### config.mk
export PLATFORM = sky130hd
export DESIGN_NAME = irpu_pointer_unit
export DESIGN_NICKNAME = d
export VERILOG_FILES = /design/src/shared/irpu_pkg.sv /design/src/logic/irpu_pointer_unit.sv
export SDC_FILE = /design/constraint.sdc
export NUM_CORES = 1
export LEC_CHECK = 0
export BUFFER_PORTS_ARGS = -buffer_cell sky130_fd_sc_hd__buf_2
export CAP_MARGIN = 20
export CORE_ASPECT_RATIO = 1.4
export CORE_UTILIZATION = 40
export DETAILED_ROUTE_END_ITERATION = 7
export GPL_ROUTABILITY_DRIVEN = 0
export HOLD_SLACK_MARGIN = 0.03
export PLACE_DENSITY = 0.71
export SETUP_SLACK_MARGIN = 0.05
export SLEW_MARGIN = 20
export SYNTH_ARGS = -nofsm -noshare
export SYNTH_HDL_FRONTEND = slang
export SYNTH_SLANG_ARGS = --single-unit
### constraint.sdc
create_clock -name ref_clk -period 1.9 [get_ports ref_clk]
set_input_delay 0.19 -clock ref_clk [delete_from_list [all_inputs] [get_ports ref_clk]]
set_output_delay 0.19 -clock ref_clk [all_outputs]
set_load 0.01 [all_outputs]
### src/shared/irpu_pkg.sv
// Purpose: constants for the indirect register pointer unit
// Assumes: 8-bit absolute register numbers, 128 local registers
// Notes:   pointer fields sit in bits 9..2 of a special-register word
package irpu_pkg;
  localparam int unsigned REG_NUM_W   = 8;
  localparam int unsigned WORD_W      = 32;
  localparam int unsigned PTR_LSB     = 2;
  localparam int unsigned PTR_MSB     = 9;
  localparam int unsigned LOCAL_CNT   = 128;
  localparam logic [7:0]  LOCAL_BASE  = 8'h80;
  localparam logic [7:0]  GLOBAL_ZERO = 8'h00;
  localparam logic [7:0]  PTR_RESET   = 8'h00;
  localparam int unsigned BANK_CNT    = 16;
  localparam int unsigned BANK_LSB    = 4;

  // special-register selector of a move to or from a pointer
  typedef enum logic [1:0] {
    IRPU_SEL_NONE,
    IRPU_SEL_DEST,
    IRPU_SEL_SRCA,
    IRPU_SEL_SRCB
  } irpu_sel_t;

  // instruction classes; all but IRPU_OP_OTHER load all three pointers from fields
  typedef enum logic [2:0] {
    IRPU_OP_OTHER,
    IRPU_OP_MUL,
    IRPU_OP_FLOAT,
    IRPU_OP_DIVIDE,
    IRPU_OP_SET_PTRS,
    IRPU_OP_EMULATE
  } irpu_op_t;
endpackage : irpu_pkg

### src/logic/irpu_pointer_unit.sv
// Purpose: indirect pointers for the operand slots of the register file
// Assumes: one pipeline stage of decode drives the field and move strobes
// Notes:   new pointer values are visible one cycle after the load
`timescale 1ns/1ps
// Function
// - three pointers: destination, first source, second source field.
// - operand field zero addresses the register file through its pointer.
// - special move writes one pointer from source bits 9 to 2.
// - multiply, float, divide and set-pointers load all three from fields.
// - emulate writes all three; destination pointer content unspecified.
// - divide, multiply and float may overwrite pointers.
// - field-loaded pointers include stack-pointer relocation for locals.
// - field-loaded values checked against bank protection in user mode (emulate skips destination); violation raises trap.
// - float or multiply exception loads pointers from operand fields.
// - 128 local registers; relative local addressing wraps within them.
module irpu_pointer_unit #(
  parameter int unsigned LOCALS = irpu_pkg::LOCAL_CNT
) (
  input  wire logic                          ref_clk,
  input  wire logic                          arst_n,
  input  wire logic                          load_valid,
  input  wire irpu_pkg::irpu_op_t            load_op,
  input  wire logic                          load_exception,
  input  wire logic [7:0]                    dest_reg_field,
  input  wire logic [7:0]                    src_a_field,
  input  wire logic [7:0]                    src_b_field,
  input  wire logic [6:0]                    stack_ptr,
  input  wire logic                          user_mode,
  input  wire logic [15:0]                   bank_protect,
  input  wire irpu_pkg::irpu_sel_t           mtsr_sel,
  input  wire logic [31:0]                   mtsr_data,
  input  wire irpu_pkg::irpu_sel_t           mfsr_sel,
  output logic [31:0]                        mfsr_data,
  output logic [7:0]                         dest_addr,
  output logic [7:0]                         src_a_addr,
  output logic [7:0]                         src_b_addr,
  output logic                               prot_trap
);
  // the 7-bit stack pointer fixes the local window, so no other size is served
  if (LOCALS != irpu_pkg::LOCAL_CNT) begin : g_bad_locals
    $error("irpu: only 128 locals supported");
  end

  logic [7:0] dest_operand_pointer_q;
  logic [7:0] first_source_pointer_q;
  logic [7:0] second_source_pointer_q;
  logic [7:0] reloc_c, reloc_a, reloc_b;
  logic       field_load;
  logic       viol;

  // locals are relative to the stack pointer and wrap mod 128
  function automatic logic [7:0] relocate(input logic [7:0] f, input logic [6:0] sp);
    logic [6:0] sum;
    sum = 7'(f[6:0] + sp);
    relocate = f[7] ? {1'b1, sum} : f;
  endfunction : relocate

  function automatic logic bank_denied(input logic [7:0] r, input logic [15:0] bp,
                                       input logic um);
    bank_denied = um && bp[r[7:irpu_pkg::BANK_LSB]];
  endfunction : bank_denied

  assign reloc_c = relocate(dest_reg_field, stack_ptr);
  assign reloc_a = relocate(src_a_field, stack_ptr);
  assign reloc_b = relocate(src_b_field, stack_ptr);

  // exceptions on multiply or float load too, even if the op is not retired
  always_comb begin
    field_load = 1'b0;
    if (load_valid) begin
      unique case (load_op)
        irpu_pkg::IRPU_OP_MUL,
        irpu_pkg::IRPU_OP_FLOAT:    field_load = 1'b1;
        irpu_pkg::IRPU_OP_DIVIDE,
        irpu_pkg::IRPU_OP_SET_PTRS,
        irpu_pkg::IRPU_OP_EMULATE:  field_load = 1'b1;
        irpu_pkg::IRPU_OP_OTHER:    field_load = 1'b0;
        default:                    field_load = 1'b0;
      endcase
    end
  end

  // emulate carries no destination, so its check skips that field
  assign viol = bank_denied(reloc_a, bank_protect, user_mode) ||
                bank_denied(reloc_b, bank_protect, user_mode) ||
                ((load_op != irpu_pkg::IRPU_OP_EMULATE) &&
                 bank_denied(reloc_c, bank_protect, user_mode));

  always_ff @(posedge ref_clk or negedge arst_n) begin
    if (!arst_n) begin
      prot_trap <= 1'b0;
    end else begin
      prot_trap <= field_load && viol;
    end
  end

  always_ff @(posedge ref_clk or negedge arst_n) begin
    if (!arst_n) begin
      dest_operand_pointer_q  <= irpu_pkg::PTR_RESET;
      first_source_pointer_q  <= irpu_pkg::PTR_RESET;
      second_source_pointer_q <= irpu_pkg::PTR_RESET;
    end else if (field_load) begin
      dest_operand_pointer_q  <= reloc_c;
      first_source_pointer_q  <= reloc_a;
      second_source_pointer_q <= reloc_b;
    end else begin
      unique case (mtsr_sel)
        irpu_pkg::IRPU_SEL_DEST:
          dest_operand_pointer_q  <= mtsr_data[irpu_pkg::PTR_MSB:irpu_pkg::PTR_LSB];
        irpu_pkg::IRPU_SEL_SRCA:
          first_source_pointer_q  <= mtsr_data[irpu_pkg::PTR_MSB:irpu_pkg::PTR_LSB];
        irpu_pkg::IRPU_SEL_SRCB:
          second_source_pointer_q <= mtsr_data[irpu_pkg::PTR_MSB:irpu_pkg::PTR_LSB];
        irpu_pkg::IRPU_SEL_NONE: ;
      endcase
    end
  end

  // pointer takes effect next cycle; no forwarding of new values
  always_comb begin
    dest_addr  = (dest_reg_field == irpu_pkg::GLOBAL_ZERO) ? dest_operand_pointer_q
                                                           : reloc_c;
    src_a_addr = (src_a_field == irpu_pkg::GLOBAL_ZERO) ? first_source_pointer_q
                                                        : reloc_a;
    src_b_addr = (src_b_field == irpu_pkg::GLOBAL_ZERO) ? second_source_pointer_q
                                                        : reloc_b;
  end

  always_ff @(posedge ref_clk or negedge arst_n) begin
    if (!arst_n) begin
      mfsr_data <= 32'h0000_0000;
    end else begin
      unique case (mfsr_sel)
        irpu_pkg::IRPU_SEL_DEST: mfsr_data <= {22'h0, dest_operand_pointer_q, 2'h0};
        irpu_pkg::IRPU_SEL_SRCA: mfsr_data <= {22'h0, first_source_pointer_q, 2'h0};
        irpu_pkg::IRPU_SEL_SRCB: mfsr_data <= {22'h0, second_source_pointer_q, 2'h0};
        irpu_pkg::IRPU_SEL_NONE: mfsr_data <= 32'h0000_0000;
      endcase
    end
  end

  a_move_one_ptr: assert property (@(posedge ref_clk) disable iff (!arst_n)
    !field_load && mtsr_sel == irpu_pkg::IRPU_SEL_SRCA |=>
      first_source_pointer_q == $past(mtsr_data[9:2]) &&
      $stable(second_source_pointer_q) && $stable(dest_operand_pointer_q))
    else $error("move to first source pointer wrong");
  a_field_load_all: assert property (@(posedge ref_clk) disable iff (!arst_n)
    field_load && load_op != irpu_pkg::IRPU_OP_EMULATE |=>
      dest_operand_pointer_q == $past(reloc_c) && first_source_pointer_q == $past(reloc_a) &&
      second_source_pointer_q == $past(reloc_b))
    else $error("field load of pointers wrong");
  a_emulate_srcs: assert property (@(posedge ref_clk) disable iff (!arst_n)
    field_load && load_op == irpu_pkg::IRPU_OP_EMULATE |=>
      first_source_pointer_q == $past(reloc_a) && second_source_pointer_q == $past(reloc_b))
    else $error("emulate source pointers wrong");
  a_zero_indirect: assert property (@(posedge ref_clk) disable iff (!arst_n)
    src_a_field == 8'h00 |-> src_a_addr == first_source_pointer_q)
    else $error("field zero not indirect");
  a_local_reloc: assert property (@(posedge ref_clk) disable iff (!arst_n)
    dest_reg_field[7] && dest_reg_field != 8'h00 |->
      dest_addr == {1'b1, 7'(dest_reg_field[6:0] + stack_ptr)})
    else $error("local relocation wrong");
  a_global_direct: assert property (@(posedge ref_clk) disable iff (!arst_n)
    !src_b_field[7] && src_b_field != 8'h00 |-> src_b_addr == src_b_field)
    else $error("global register relocated");
  a_prot_trap: assert property (@(posedge ref_clk) disable iff (!arst_n)
    load_valid && load_op == irpu_pkg::IRPU_OP_SET_PTRS && user_mode &&
      bank_protect[reloc_a[7:4]] |=> prot_trap)
    else $error("protection trap missing");
  a_no_false_trap: assert property (@(posedge ref_clk) disable iff (!arst_n)
    !user_mode |=> !prot_trap)
    else $error("trap raised in supervisor");
  a_read_back: assert property (@(posedge ref_clk) disable iff (!arst_n)
    mfsr_sel == irpu_pkg::IRPU_SEL_DEST |=>
      mfsr_data == {22'h0, $past(dest_operand_pointer_q), 2'h0})
    else $error("pointer read-back wrong");
  a_mul_exc_load: assert property (@(posedge ref_clk) disable iff (!arst_n)
    load_valid && load_exception && load_op == irpu_pkg::IRPU_OP_MUL |=>
      first_source_pointer_q == $past(reloc_a))
    else $error("exception did not load pointers");

  a_move_dest: assert property (@(posedge ref_clk) disable iff (!arst_n)
    !field_load && mtsr_sel == irpu_pkg::IRPU_SEL_DEST |=>
      dest_operand_pointer_q == $past(mtsr_data[irpu_pkg::PTR_MSB:irpu_pkg::PTR_LSB]) &&
      $stable(first_source_pointer_q) && $stable(second_source_pointer_q))
    else $error("move to destination pointer wrong");
  a_move_srcb: assert property (@(posedge ref_clk) disable iff (!arst_n)
    !field_load && mtsr_sel == irpu_pkg::IRPU_SEL_SRCB |=>
      second_source_pointer_q == $past(mtsr_data[irpu_pkg::PTR_MSB:irpu_pkg::PTR_LSB]) &&
      $stable(first_source_pointer_q) && $stable(dest_operand_pointer_q))
    else $error("move to second source pointer wrong");
  a_hold_ptrs: assert property (@(posedge ref_clk) disable iff (!arst_n)
    !field_load && mtsr_sel == irpu_pkg::IRPU_SEL_NONE |=> $stable(dest_operand_pointer_q) &&
      $stable(first_source_pointer_q) && $stable(second_source_pointer_q))
    else $error("pointer changed without a load");
  a_load_beats_move: assert property (@(posedge ref_clk) disable iff (!arst_n)
    field_load && mtsr_sel != irpu_pkg::IRPU_SEL_NONE |=>
      first_source_pointer_q == $past(reloc_a) && second_source_pointer_q == $past(reloc_b))
    else $error("move overrode a field load");
  a_dest_indirect: assert property (@(posedge ref_clk) disable iff (!arst_n)
    dest_reg_field == irpu_pkg::GLOBAL_ZERO |-> dest_addr == dest_operand_pointer_q)
    else $error("destination field zero not indirect");
  a_srcb_indirect: assert property (@(posedge ref_clk) disable iff (!arst_n)
    src_b_field == irpu_pkg::GLOBAL_ZERO |-> src_b_addr == second_source_pointer_q)
    else $error("second source field zero not indirect");
  a_srca_local: assert property (@(posedge ref_clk) disable iff (!arst_n)
    src_a_field[7] |-> src_a_addr == {1'b1, 7'(src_a_field[6:0] + stack_ptr)})
    else $error("local source wrap wrong");
  a_emul_skip_dest: assert property (@(posedge ref_clk) disable iff (!arst_n)
    field_load && load_op == irpu_pkg::IRPU_OP_EMULATE &&
      !bank_denied(reloc_a, bank_protect, user_mode) &&
      !bank_denied(reloc_b, bank_protect, user_mode) |=> !prot_trap)
    else $error("emulate trapped on its destination");
  a_read_idle: assert property (@(posedge ref_clk) disable iff (!arst_n)
    mfsr_sel == irpu_pkg::IRPU_SEL_NONE |=> mfsr_data == 32'h0000_0000)
    else $error("idle read-back not zero");
  a_float_exc_load: assert property (@(posedge ref_clk) disable iff (!arst_n)
    load_valid && load_exception && load_op == irpu_pkg::IRPU_OP_FLOAT |=>
      dest_operand_pointer_q == $past(reloc_c) && second_source_pointer_q == $past(reloc_b))
    else $error("float exception did not load pointers");

  c_setip: cover property (@(posedge ref_clk) disable iff (!arst_n)
    load_valid && load_op == irpu_pkg::IRPU_OP_SET_PTRS ##2 src_a_field == 8'h00);
  c_mtsr: cover property (@(posedge ref_clk) disable iff (!arst_n)
    mtsr_sel == irpu_pkg::IRPU_SEL_DEST ##1 mfsr_sel == irpu_pkg::IRPU_SEL_DEST);
  c_trap: cover property (@(posedge ref_clk) disable iff (!arst_n) prot_trap);
  c_emulate: cover property (@(posedge ref_clk) disable iff (!arst_n)
    load_valid && load_op == irpu_pkg::IRPU_OP_EMULATE);
  c_mul_exc: cover property (@(posedge ref_clk) disable iff (!arst_n)
    load_valid && load_exception && load_op == irpu_pkg::IRPU_OP_MUL);
endmodule : irpu_pointer_unit

==> summary.txt <==
Setup path
  • Worst path slowest cell: fa_2
  • Crit path cell chain: buf_12 -> ha_4 -> inv_2 -> fa_2 -> nor2b_4 -> o311a_1 -> o21ai_2 -> a21oi_1 -> and3b_2 -> xor2_2 -> buf_4 -> a21o_1 -> buf_2
  • Delay of the slowest cell on the worst path: 0.37 ns
  • Worst Setup EP: src_b_addr[6]
  • WP buf/inv: 4
  • CP Launch Point: stack_ptr[0]
  • Reg2reg setup slack: 0.88 ns
  • CP endpoint kind: output pin
  • Worst Path Required: 1.71 ns
  • Crit Path Max Fanout: 3
  • Setup CP Type: in -> out
  • Crit-path leading delay family: adder cells
  • Worst Setup Start Kind: primary input
  • Worst EP arrival: approximately 2.2 ns
  • Reg2Reg Depth: 2
  • R2R Path Start: second_source_pointer_q[1]
  • Critical path depth: 13
  • Reg-to-Reg End: mfsr_data[3]

Placed design
  • Post-DP HPWL: 9820 um
  • Port Buffers: 98

Final layout
  • Fill count: a little under 700
  • N_diodes: 0
  • Multi-input gate area: slightly above 3000 um2
  • Layout cell share with drive strength beyond 1: 50.0%
  • P&R area growth vs syn: 57.1%
  • Final nets: 723
  • Reg area: ~830 um2

STA
  • Peak Freq: 427 MHz
  • Unrepaired setup endpoints after global routing: yes
  • Final worst setup slack: -0.443 ns
  • Final hold violation count: 0
  • Tightest Pin Transition: 0.750 ns
  • Relative slew slack: 50.0%
  • Pins Over Slew Limit: 0
  • Post-layout min period: ~2.3 ns
  • Worst Clk Skew: 0.00471 ns
  • Final setup viols: 11
  • Fin crit share: 123%
  • Hold slack: 0.170 ns
  • Setup TNS: -2.55 ns

Floorplan
  • Initial core utilization: roughly two fifths
  • Number of core rows: 41
  • DIE WIDTH: 83.0 um
  • # IOs: 148
  • Placeable Area: 8980 um2
  • Total Die Area: 9570 um2
  • Die Span Y: 115 um

Drt
  • Vias per std cell: 5.96
  • Detailed Route WL: 14800 um
  • Drt wl/cell: 20.6 um
  • Drt drc: 0
  • Met1 Wirelength: 5140 um
  • DR pass1 iterations: 7
  • Met2 WL: 7560 um
  • Max Used Layer: met4
  • Antenna Violating Nets Remaining: 0
  • 1st-iter DRT viols: 281
  • Met3 WL: 893 um
  • Via Count: 4288

Synthesis
  • Post-synthesis sequential area ratio: ~22%
  • Number of flops mapped to enable cells by yosys: 0
  • Syn. warnings: 0
  • Top-count cell post-synth: nand2_1
  • Top FF cell, synth: dfrtp_1
  • Most frequent cells after synthesis: 51 x nand2_1, 34 x mux2i_1, 33 x dfrtp_1
  • Post-Syn Area: 3670 um2
  • Syn Inst Count: ~420
  • Biggest area consumer among synthesized cells: dfrtp_1
  • Mean Syn Cell Area: 8.68 um2
  • Netlist cell types: 67
  • Share of the synthesized area in the top cell type: 22.5%
  • Synth area leaders: dfrtp_1 22%, mux2i_1 9.3%, mux2_2 8.0%
  • Share of flip-flops with an asynchronous set or reset: 100%
  • Synth Register Bits: 33

Pwr
  • Total Power: between 0.003 and 0.004 W
  • Leakage: 2.83 nW
  • P per Cell Area: 635 nW/um2
  • Max VDD drop: 0.000832 V

GRT
  • Overflow after GRT: 0
  • Number of global-route vias before repair: 4173
  • Largest net degree at the start of global routing: 39
  • Total GRT Usage: 27.2%
  • Initial antenna violation count: 0
  • First-pass GRT wire length: slightly above 20000 um

Clocking
  • CTS Root Buffer Type: clkbuf_16
  • Worst-path clk slew: 0.05 ns
  • Total CTS buffers: 5
  • CTS Buffer Depth: 2
  • H-tree depth: 2
  • CTS tree: built
  • Clock Latency Late Sink: ~0.29 ns
  • Clock sinks: 33

Run
  • MaxCap Viol Count: 0

Status
  • Status: finished with violations
  • Failing checks: setup timing

Hold path
  • Hold crit path type: in -> reg
-- repair_timing --
action                                  CTS  global route
setup buffers                            15             8
pin swaps                                28            27
gates cloned                              0             2
hold endpoints to repair                 33             0
hold buffers                              1             0
resized for setup                        77            52
endpoints found under the setup margin   18            19
-- sequential cells by signal, summed over array words and instances (netlist names) --
name and count:
prot_trap 1, dest_operand_pointer_q 8, first_source_pointer_q 8, mfsr_data 8, second_source_pointer_q 8
-- layout by cell type, fill, tap and decap left out, types with 6 or more instances in the layout --
cell type   n
mux2i_1    34
ha_4       15
dfrtp_1    33
a21o_1     14
nand2_1    43
buf_4      84
a22o_1      8
o21ai_0    13
conb_1     24
a21oi_1    19
buf_2      81
mux2_2     22
nor2b_1     7
nor2_1     17
buf_6      31
inv_1      16
nand2_4     6
-- cells by family (layout without fill, tap and decap cells) --
family / Yosys count / after routing / synth area share, %
adders and majority gates: 21 / 21 / 7.77
other: 1 / 24 / 0.102
DFF: 33 / 33 / 22.5
and+or+nand+nor: 118 / 118 / 17.1
muxes: 62 / 62 / 18.2
xor gates and xnor gates: 6 / 6 / 1.43
buffers and inverters: 66 / 232 / 10.2
AOI/OAI and AO/OA: 116 / 116 / 22.7
-- report_power, final --
part	switching, W	internal [W]	total [W]
Sequential	0.0000848	0.000819	0.000904
Clock	0.000305	0.000655	0.000959
Combinational	0.000880	0.000918	0.00180
-- stage by stage --
| stage | instances | worst slack [ns] | util [%] | cell area, um2 |
|---|---|---|---|---|
| 4_1_cts | 712 | -0.419 | 61.4 | 5510 |
| 5_1_grt | 719 | -0.554 | 64.2 | 5770 |
| 6_report | 719 | -0.443 | 64.2 | 5770 |
| 2_1_floorplan | 446 | -0.374 | - | 3860 |
| 3_3_place_gp | 690 | -0.732 | 53.8 | 4830 |
| 3_5_place_dp | 690 | -0.772 | 53.8 | 4830 |
-- worst min-delay path by stage --
stage | startpoint | end | slack [ns] | cells after the start
2_1_floorplan | arst_n | dest_operand_pointer_q[0] | -0.11 | 0
3_3_place_gp | arst_n | second_source_pointer_q[1] | 0.28 | 1
3_5_place_dp | arst_n | mfsr_data[3] | 0.29 | 1
4_1_cts | user_mode | prot_trap | 0.14 | 3
5_1_grt | user_mode | prot_trap | 0.23 | 3
6_report | user_mode | prot_trap | 0.17 | 3
-- per-layer routing --
layer	vias up	GRT usage (%)
li1	1884	-
met1	2057	27.3
met2	256	51.1
met3	91	3.88
met4	0	20.1
met5	-	0
-- worst min-delay path: cells and delay by family --
family / cells / cell delay (ns)
buffers and inverters: 1 / 0.10
AO/OA/AOI/OAI: 1 / 0.04
AND/OR/NAND/NOR: 1 / 0.08
-- area by class of cell --
type | instances | share of cell area [%]
Clock buffer | 7 | 2.47
Clock inverter | 1 | 0.521
Inverter | 21 | 1.37
Multi-Input combinational cell | 347 | 52.9
Sequential cell | 33 | 14.3
Tap cell | 107 | 2.32
Timing Repair Buffer | 203 | 26.1
Note: power is estimated with default switching activity, not from simulation.
